## src/pkg/pcio_consts.svh

```systemverilog
// register offsets, field positions and reset values of the port 3 block
`ifndef PCIO_CONSTS_SVH
`define PCIO_CONSTS_SVH

`define PCIO_OFS_DATA_OUT   8'h00
`define PCIO_OFS_DATA_IN    8'h04
`define PCIO_OFS_CFG        8'h08
`define PCIO_OFS_STATUS     8'h0c
`define PCIO_OFS_MASK       8'h10

`define PCIO_CFG_ANALOG     0
`define PCIO_CFG_COMPA_OUT4 1
`define PCIO_CFG_COMPB_OUT7 2
`define PCIO_CFG_TSEL_LO    3
`define PCIO_CFG_POL_LO     7
`define PCIO_CFG_W          11

`define PCIO_EVT_W          6
`define PCIO_DIN_W          6

`define PCIO_RST_DATA_OUT   4'h0
`define PCIO_RST_CFG        11'h000
`define PCIO_RST_MASK       6'h00
`define PCIO_COMP_POL       2'h3

`endif

```

## src/pkg/pcio_pkg.sv

```systemverilog
// types shared by the port 3 block
`default_nettype none
package pcio_pkg;
	`include "pcio_consts.svh"

	// port_config_reg layout, msb first
	typedef struct packed {
		logic [3:0] edge_pol;
		logic [3:0] timer_sel;
		logic       comp_b_out7;
		logic       comp_a_out4;
		logic       analog_mode;
	} pcio_cfg_s;

	typedef enum logic [1:0] {
		PCIO_HTRANS_IDLE   = 2'h0,
		PCIO_HTRANS_BUSY   = 2'h1,
		PCIO_HTRANS_NONSEQ = 2'h2,
		PCIO_HTRANS_SEQ    = 2'h3
	} pcio_htrans_e;

	typedef struct packed {
		logic       wr;
		logic       rd;
		logic [7:0] ofs;
	} pcio_acc_s;
endpackage
`default_nettype wire

```

## src/hdl/pcio_top.sv

```systemverilog
// port 3 fixed-direction port with comparators, ahb-lite registers
//
// Behaviour
// - eight-bit port: four fixed inputs low, four fixed outputs high, never turned.
// - inputs are plain cmos inputs; outputs four to seven always driven push-pull.
// - input edges raise interrupts; outputs may carry counter/timer signals instead.
// - analog mode: inputs a and b feed comparators, reference from in3 and aux pin.
// - analog mode: in3 latch and irq_line_one go to stop recovery; comparators excluded.
// - digital mode: in3 reads as bit three and raises irq_line_one.
// - comparators are powered down whenever stop mode is entered.
// - port_config_reg can steer comparator results onto outputs four and seven.
`default_nettype none
`include "pcio_consts.svh"
module pcio_top #(
	parameter int NUM_IN = 4
) (
	input  wire logic                 hclk,
	input  wire logic                 hresetn,
	input  wire logic                 hsel,
	input  wire logic [7:0]           haddr,
	input  wire logic [1:0]           htrans,
	input  wire logic                 hwrite,
	input  wire logic [2:0]           hsize,
	input  wire logic [31:0]          hwdata,
	input  wire logic                 hready,
	output logic      [31:0]          hrdata,
	output logic                      hreadyout,
	output logic                      hresp,
	input  wire logic [3:0]           port3_in,
	input  wire logic                 reference_pin_aux,
	input  wire logic                 comp_a_result,
	input  wire logic                 comp_b_result,
	input  wire logic                 stop_mode,
	input  wire logic [3:0]           timer_out,
	output logic      [3:0]           port3_out,
	output logic                      comp_power_en,
	output logic                      irq_line_one,
	output logic                      stop_rec_in3,
	output logic                      stop_rec_irq_line_one,
	output logic                      stop_rec_comp_en,
	output logic                      irq
);
	import pcio_pkg::*;

	logic [3:0]             data_out_ff;
	pcio_cfg_s              cfg_ff;
	logic [`PCIO_EVT_W-1:0] status_ff;
	logic [`PCIO_EVT_W-1:0] mask_ff;
	pcio_acc_s              acc_ff;
	logic [31:0]            hrdata_ff;
	logic                   hreadyout_ff;
	logic                   hresp_ff;
	logic [3:0]             port3_out_ff;
	logic                   comp_power_en_ff;
	logic                   irq_line_one_ff;
	logic                   stop_rec_in3_ff;
	logic                   stop_rec_irq_line_one_ff;
	logic                   stop_rec_comp_en_ff;
	logic                   irq_ff;

	logic [5:0]             sync_lvl;
	logic [5:0]             edge_sel;
	logic [5:0]             edge_hit;
	logic [3:0]             pin_lvl;
	logic [1:0]             comp_lvl;
	logic                   addr_ok;
	logic                   rd_now;
	logic                   status_rd;
	logic [`PCIO_DIN_W-1:0] din_view;
	logic [`PCIO_EVT_W-1:0] evt_set;
	logic [`PCIO_EVT_W-1:0] nxt_status;
	logic [31:0]            nxt_hrdata;
	logic [3:0]             nxt_port3_out;

	if (NUM_IN != 4) begin : g_chk
		$error("pcio_top: the port has exactly four fixed inputs");
	end

	pcio_sync #(
		.WIDTH(6)
	) u_sync (
		.hclk    (hclk),
		.hresetn (hresetn),
		.async_in({comp_b_result, comp_a_result, port3_in}),
		.sync_out(sync_lvl)
	);

	assign pin_lvl  = sync_lvl[3:0];
	// comparator results mean nothing while unpowered
	assign comp_lvl = comp_power_en_ff ? sync_lvl[5:4] : 2'h0;
	assign edge_sel = {`PCIO_COMP_POL, cfg_ff.edge_pol};

	pcio_edge #(
		.WIDTH(6)
	) u_edge (
		.hclk      (hclk),
		.hresetn   (hresetn),
		.level_in  ({comp_lvl, pin_lvl}),
		.rise_sel  (edge_sel),
		.edge_pulse(edge_hit)
	);

	// analog mode: pin 0 and in3 carry the reference, read back as zero
	always_comb begin
		din_view = {comp_lvl, pin_lvl};
		if (cfg_ff.analog_mode) begin
			din_view[0] = 1'b0;
			din_view[3] = 1'b0;
		end
	end

	always_comb begin
		evt_set = edge_hit;
		// in3 event diverted away from the port interrupt in analog mode
		if (cfg_ff.analog_mode) begin
			evt_set[0] = 1'b0;
			evt_set[3] = 1'b0;
		end else begin
			evt_set[5:4] = 2'h0;
		end
	end

	// bus decode: zero wait states, so the slave is ready in every cycle from the first edge after reset
	assign rd_now    = hsel & hready & htrans[1] & ~hwrite;
	assign addr_ok   = (haddr[1:0] == 2'h0);
	assign status_rd = rd_now & addr_ok & (haddr == `PCIO_OFS_STATUS);

	always_comb begin
		nxt_hrdata = 32'h0000_0000;
		if (rd_now && addr_ok) begin
			case (haddr)
				`PCIO_OFS_DATA_OUT: nxt_hrdata[7:4] = data_out_ff;
				`PCIO_OFS_DATA_IN:  nxt_hrdata[`PCIO_DIN_W-1:0] = din_view;
				`PCIO_OFS_CFG:      nxt_hrdata[`PCIO_CFG_W-1:0] = cfg_ff;
				`PCIO_OFS_STATUS:   nxt_hrdata[`PCIO_EVT_W-1:0] = status_ff;
				`PCIO_OFS_MASK:     nxt_hrdata[`PCIO_EVT_W-1:0] = mask_ff;
				default:            nxt_hrdata = 32'h0000_0000;
			endcase
		end
	end

	always_ff @(posedge hclk or negedge hresetn) begin
		if (!hresetn) begin
			acc_ff <= '0;
		end else if (hready) begin
			acc_ff.wr  <= hsel & htrans[1] & hwrite & addr_ok;
			acc_ff.rd  <= rd_now;
			acc_ff.ofs <= haddr;
		end
	end

	always_ff @(posedge hclk or negedge hresetn) begin
		if (!hresetn) begin
			hrdata_ff <= 32'h0000_0000;
		end else begin
			hrdata_ff <= nxt_hrdata;
		end
	end

	// ready only once out of reset; no wait states afterwards
	always_ff @(posedge hclk or negedge hresetn) begin
		if (!hresetn) begin
			hreadyout_ff <= 1'b0;
		end else begin
			hreadyout_ff <= 1'b1;
		end
	end

	always_ff @(posedge hclk or negedge hresetn) begin
		if (!hresetn) begin
			hresp_ff <= 1'b0;
		end else begin
			hresp_ff <= 1'b0;
		end
	end

	// config written in data phase, acts from the following edge
	always_ff @(posedge hclk or negedge hresetn) begin
		if (!hresetn) begin
			cfg_ff <= pcio_cfg_s'(`PCIO_RST_CFG);
		end else if (acc_ff.wr && acc_ff.ofs == `PCIO_OFS_CFG) begin
			cfg_ff <= pcio_cfg_s'(hwdata[`PCIO_CFG_W-1:0]);
		end
	end

	always_ff @(posedge hclk or negedge hresetn) begin
		if (!hresetn) begin
			data_out_ff <= `PCIO_RST_DATA_OUT;
		end else if (acc_ff.wr && acc_ff.ofs == `PCIO_OFS_DATA_OUT) begin
			data_out_ff <= hwdata[7:4];
		end
	end

	always_ff @(posedge hclk or negedge hresetn) begin
		if (!hresetn) begin
			mask_ff <= `PCIO_RST_MASK;
		end else if (acc_ff.wr && acc_ff.ofs == `PCIO_OFS_MASK) begin
			mask_ff <= hwdata[`PCIO_EVT_W-1:0];
		end
	end

	// read clears, but an event in the same cycle survives
	assign nxt_status = (status_rd ? '0 : status_ff) | evt_set;

	always_ff @(posedge hclk or negedge hresetn) begin
		if (!hresetn) begin
			status_ff <= '0;
		end else begin
			status_ff <= nxt_status;
		end
	end

	// level interrupt tracks the status value of the same edge
	always_ff @(posedge hclk or negedge hresetn) begin
		if (!hresetn) begin
			irq_ff <= 1'b0;
		end else begin
			irq_ff <= |(nxt_status & mask_ff);
		end
	end

	for (genvar i = 0; i < 4; i++) begin : g_out
		logic steer;
		logic steer_val;
		// comparator steering wins over timer and data
		if (i == 0) begin : g_comp_a
			assign steer     = cfg_ff.comp_a_out4;
			assign steer_val = comp_lvl[0];
		end else if (i == 3) begin : g_comp_b
			assign steer     = cfg_ff.comp_b_out7;
			assign steer_val = comp_lvl[1];
		end else begin : g_plain
			assign steer     = 1'b0;
			assign steer_val = 1'b0;
		end
		assign nxt_port3_out[i] = steer ? steer_val
		                        : (cfg_ff.timer_sel[i] ? timer_out[i] : data_out_ff[i]);
	end

	// outputs always driven, never turned to inputs
	always_ff @(posedge hclk or negedge hresetn) begin
		if (!hresetn) begin
			port3_out_ff <= 4'h0;
		end else begin
			port3_out_ff <= nxt_port3_out;
		end
	end

	// comparators off in stop mode or digital mode
	always_ff @(posedge hclk or negedge hresetn) begin
		if (!hresetn) begin
			comp_power_en_ff <= 1'b0;
		end else begin
			comp_power_en_ff <= cfg_ff.analog_mode & ~stop_mode;
		end
	end

	// digital mode in3 edge raises irq_line_one
	always_ff @(posedge hclk or negedge hresetn) begin
		if (!hresetn) begin
			irq_line_one_ff <= 1'b0;
		end else begin
			irq_line_one_ff <= ~cfg_ff.analog_mode & edge_hit[3];
		end
	end

	// analog mode: in3 latch and its interrupt feed stop recovery
	always_ff @(posedge hclk or negedge hresetn) begin
		if (!hresetn) begin
			stop_rec_in3_ff <= 1'b0;
		end else begin
			stop_rec_in3_ff <= cfg_ff.analog_mode & pin_lvl[3];
		end
	end

	// in3 edge pulse for the recovery logic, analog mode only
	always_ff @(posedge hclk or negedge hresetn) begin
		if (!hresetn) begin
			stop_rec_irq_line_one_ff <= 1'b0;
		end else begin
			stop_rec_irq_line_one_ff <= cfg_ff.analog_mode & edge_hit[3];
		end
	end

	// comparator pins count as recovery sources only in digital mode
	always_ff @(posedge hclk or negedge hresetn) begin
		if (!hresetn) begin
			stop_rec_comp_en_ff <= 1'b1;
		end else begin
			stop_rec_comp_en_ff <= ~cfg_ff.analog_mode;
		end
	end

	assign hrdata           = hrdata_ff;
	assign hreadyout        = hreadyout_ff;
	assign hresp            = hresp_ff;
	assign port3_out        = port3_out_ff;
	assign comp_power_en    = comp_power_en_ff;
	assign irq_line_one     = irq_line_one_ff;
	assign stop_rec_in3     = stop_rec_in3_ff;
	assign stop_rec_irq_line_one    = stop_rec_irq_line_one_ff;
	assign stop_rec_comp_en = stop_rec_comp_en_ff;
	assign irq              = irq_ff;

	// the aux reference pin is analog only; no digital logic samples it
	logic unused_ok;
	assign unused_ok = reference_pin_aux ^ hsize[0] ^ (^hsize[2:1]);
endmodule
`default_nettype wire

```

## src/hdl/pcio_sync.sv

```systemverilog
// two flip-flop synchroniser bank
`default_nettype none
module pcio_sync #(
	parameter int WIDTH = 6
) (
	input  wire logic             hclk,
	input  wire logic             hresetn,
	input  wire logic [WIDTH-1:0] async_in,
	output logic      [WIDTH-1:0] sync_out
);
	import pcio_pkg::*;

	logic [WIDTH-1:0] meta_ff;

	if (WIDTH < 1) begin : g_chk
		$error("pcio_sync: WIDTH must be at least 1");
	end

	for (genvar i = 0; i < WIDTH; i++) begin : g_bit
		// first stage feeds only the second stage
		always_ff @(posedge hclk or negedge hresetn) begin
			if (!hresetn) begin
				meta_ff[i]  <= 1'b0;
				sync_out[i] <= 1'b0;
			end else begin
				meta_ff[i]  <= async_in[i];
				sync_out[i] <= meta_ff[i];
			end
		end
	end
endmodule
`default_nettype wire

```

## src/hdl/pcio_edge.sv

```systemverilog
// per-bit edge detector with selectable polarity
`default_nettype none
module pcio_edge #(
	parameter int WIDTH = 6
) (
	input  wire logic             hclk,
	input  wire logic             hresetn,
	input  wire logic [WIDTH-1:0] level_in,
	input  wire logic [WIDTH-1:0] rise_sel,
	output logic      [WIDTH-1:0] edge_pulse
);
	import pcio_pkg::*;

	logic [WIDTH-1:0] prev_ff;

	if (WIDTH < 1) begin : g_chk
		$error("pcio_edge: WIDTH must be at least 1");
	end

	for (genvar i = 0; i < WIDTH; i++) begin : g_bit
		always_ff @(posedge hclk or negedge hresetn) begin
			if (!hresetn) begin
				prev_ff[i] <= 1'b0;
			end else begin
				prev_ff[i] <= level_in[i];
			end
		end
		// rise_sel high picks the rising edge, low the falling edge
		assign edge_pulse[i] = rise_sel[i] ? (level_in[i] & ~prev_ff[i])
		                                   : (~level_in[i] & prev_ff[i]);
	end
endmodule
`default_nettype wire

```

## config.mk

```make
export PLATFORM = sky130hd
export DESIGN_NAME = pcio_top
export DESIGN_NICKNAME = d
export VERILOG_FILES = /design/src/pkg/pcio_pkg.sv /design/src/hdl/pcio_top.sv /design/src/hdl/pcio_sync.sv /design/src/hdl/pcio_edge.sv
export VERILOG_INCLUDE_DIRS = /design/src /design/src/pkg
export SDC_FILE = /design/constraint.sdc
export NUM_CORES = 1
export LEC_CHECK = 0
export ABC_AREA = 1
export CAP_MARGIN = 40
export CELL_PAD_IN_SITES_DETAIL_PLACEMENT = 0
export CELL_PAD_IN_SITES_GLOBAL_PLACEMENT = 1
export CORE_MARGIN = 10
export CORE_UTILIZATION = 30
export DETAILED_ROUTE_END_ITERATION = 8
export DONT_BUFFER_PORTS = 1
export GPL_TIMING_DRIVEN = 0
export PLACE_DENSITY_LB_ADDON = 0.1
export SLEW_MARGIN = 15
export SYNTH_ARGS = -nofsm -noshare
export SYNTH_HDL_FRONTEND = slang
export SYNTH_HIERARCHICAL = 1
export SYNTH_SLANG_ARGS = --single-unit
```

## constraint.sdc

```tcl
create_clock -name hclk -period 3.7 [get_ports hclk]
set_clock_uncertainty 0.05 [all_clocks]
set_input_delay 0.185 -clock hclk [delete_from_list [all_inputs] [get_ports hclk]]
set_output_delay 0.185 -clock hclk [all_outputs]
set_load 0.005 [all_outputs]
```

==> impl_results.md <==
- Worst R2R Path Depth: 6
- Unrepaired setup endpoints after global routing: no
- Endpoints failing hold: 0
- WL final: 8.440 mm
- # port buffers: 0
- CP startpoint: haddr[1]
- Cell count after synthesis: 364
- Slowest stage delay, CP: 0.58 ns
- Power per cell area: 405.5 mW/mm²
- FF-to-FF Start: acc_ff[6]
- Routed Antenna Nets: 0
- Antenna violations before repair: 0
- Full die area: 0.01545 mm²
- Worst path bufs/invs: 3
- Ant diodes: 0
- WP depth: 10
- Yosys cell types: 29
- Worst Path Class, Setup: in -> reg
- Detailed-route DRC error count: 0
- Crit-path cells: dlygate4sd3_1, nor2_4, nand3_1, nor2_1, inv_1, nand3_1, nand2_2, nand2_2, nand2_1, inv_1
- F_max: 545.6 MHz
- Post-CTS Repair Setup Buffers: 0
- #FFs+latches synth: 76
- Core Area: 0.01075 mm²
- Worst Tran Pin Value: 0.5118 ns
- Htree depth: 3
- Standard-cell row count: 38
- Die Y: 124.3 µm
- DR WL/cell: 14.63 µm
- Initial core utilization: 0.3037
- Gr usage total: 0.1122
- Congestion Overflow GR: 0
- Die W: 124.3 µm
- Ys async rst share: 1.000
- VDD IR max: 157.9 µV
- Syn. warnings: 6
- Crit Path Max Fanout: 6
- First-pass GRT wire length: 13.82 mm
- Setup crit start kind: primary input
- Synth Flop Type: dfrtp_1
- Sequential area share after synthesis: 0.5832
- Global placement routability congestion: 0.7650
- Synth top area cells: dfrtp_1 58%, nand2_1 10%, inv_1 6.4%
- Fillers: 1117
- Fin crit share: 0.4953
- I/O Pins: 106
- Post-route insts no fill: 577
- Hold Crit Class: in -> reg
- DP Cell Count: 529
- # nets final: 494
- Clock tree from TritonCTS: yes
- Post_cts resized: 0
- Clock slew at reported path FFs: 0.07 ns
- Leakage: 2.160 nW
- Max-slew violations: 0
- Syn_area_per_cell: 8.965 µm²
- Synth top cells by count: 89 x nand2_1, 75 x dfrtp_1, 56 x inv_1
- Synth Cell Area: 0.003263 mm²
- Post-route setup slack: 1.867 ns
- Layout cells sized above 1: 0.1327
- Hold path start: timer_out[0]
- FF-to-FF End: cfg_ff[4]
- First-pass detailed-route iteration total: 4
- Detailed placement HPWL: 6.139 mm
- Clock latency on the worst-skew pair: 0.36 ns
- WP data required: 3.95 ns
- Largest net degree at the start of global routing: 77
- Maxcap violations: 0
- Vias: 2418
- CP delay by family, top: simple AND/OR/NAND/NOR gates
- Status: completed
- Flop2flop setup slack: 2.15 ns
- Post-synth EDFFs: 0
- Number of global-route vias before repair: 2581
- Setup slack at placement: 2.098 ns
- Synth area leader: dfrtp_1
- Final setup fails: 0
- DRT iter0 DRCs: 112
- Yosys top cell area share: 0.5752
- Hold EP: port3_out[0]
- Crit. End Element: flip-flop
- Slew HR: 0.6576
- CTS max path bufs: 2
- CTS Sinks: 76
- Top-count cell post-synth: nand2_1
- Root Buffer: clkbuf_8
- CP arrival: 2.08 ns
- Slowest cell on the critical path: dlygate4sd3_1
- CTS Buf Count: 9
- Setup TNS Final: 0 ns
- Hold depth: 2
- Routed vias/inst: 4.191
- Min Tclk post-route: 1.833 ns
- Area grow syn2layout: 24.81%
metal layers:
| layer | vias up | track usage | wire (µm) |
|---|---|---|---|
| li1 | 1212 | - | - |
| met1 | 1126 | 0.1342 | 3742 |
| met2 | 64 | 0.1774 | 4005 |
| met3 | 16 | 0.04000 | 533 |
| met5 | - | 0 | 0 |
| met4 | 0 | 0.04935 | 158 |
layout make-up:
class | instances | area (µm²) | share of cell area
Buffer | 28 | 193.9 | 0.04762
Clock buffer | 12 | 155.1 | 0.03810
Clock inverter | 4 | 47.55 | 0.01167
Inverter | 57 | 214.0 | 0.05253
Multi-Input combinational cell | 228 | 1046 | 0.2568
Sequential cell | 76 | 1903 | 0.4673
Tap cell | 140 | 175.2 | 0.04301
Timing Repair Buffer | 32 | 337.8 | 0.08295
worst max path at each step:
stage,to,slack [ns]
4_1_cts,hrdata[4],1.86
6_report,hrdata[4],1.87
3_3_place_gp,hrdata[4],2.10
5_1_grt,hrdata[5],1.74
3_5_place_dp,hrdata[4],2.10
2_1_floorplan,mask_ff[4],2.40
sequential cells by signal, summed over array words and instances (netlist names), 2 cells and up:
register	cells
cfg_ff	9
data_out_ff	4
u_edge/prev_ff	6
hrdata	11
port3_out	4
u_sync/sync_out	6
mask_ff	6
acc_ff	9
g_out.steer	2
status_ff	6
u_sync/meta_ff	6
what timing repair did:
item | in CTS | in global routing
endpoints found under the setup margin | 0 | 0
hold buffers | 32 | 0
endpoints found under the hold margin | 115 | 0
layout by cell type, fill, tap and decap left out, types with 2 or more instances in the layout:
master	netlist	layout
nor3_1	3	3
dlygate4sd3_1	0	31
nor2_1	23	23
buf_4	23	23
nand2_2	4	4
nand3_1	26	26
inv_1	56	56
clkbuf_8	0	11
nand2_1	89	89
conb_1	2	27
dfrtp_1	75	75
clkinv_2	0	2
buf_2	2	2
nor2_4	3	3
a21oi_1	8	8
o21ai_0	28	28
nor4_1	2	2
clkbuf_1	3	4
nor2_2	4	4
report_power, final:
group / total, mW / internal [mW] / leakage, nW / switching [mW]
combinational: 0.122 / 0.0577 / 1.22 / 0.0647
sequential: 0.875 / 0.857 / 0.842 / 0.0178
clock: 0.654 / 0.346 / 0.102 / 0.308
total: 1.65 / 1.26 / 2.16 / 0.390
logic make-up after synthesis:
kind of cell           after synthesis  synth area share
AND/OR/NAND/NOR                    157            0.2136
buffers and inverters               85            0.1250
flip-flops                          76            0.5832
AO/OA/AOI/OAI                       42           0.06940
multiplexers                         2          0.006518
other                                2          0.002301
through the flow:
step           area (µm²)  power (mW)  utilization  hold slack, ns
2_1_floorplan        3357      0.9498            -         -0.1606
3_5_place_dp         3532      0.9679       0.3287         -0.1571
6_report             4073       1.651       0.3790         0.03093
4_1_cts              4073       1.681       0.3790         0.02741
3_3_place_gp         3532      0.9665       0.3287         -0.1573
5_1_grt              4073       1.740       0.3790         0.03470
Power figures use the tool's default switching activity.
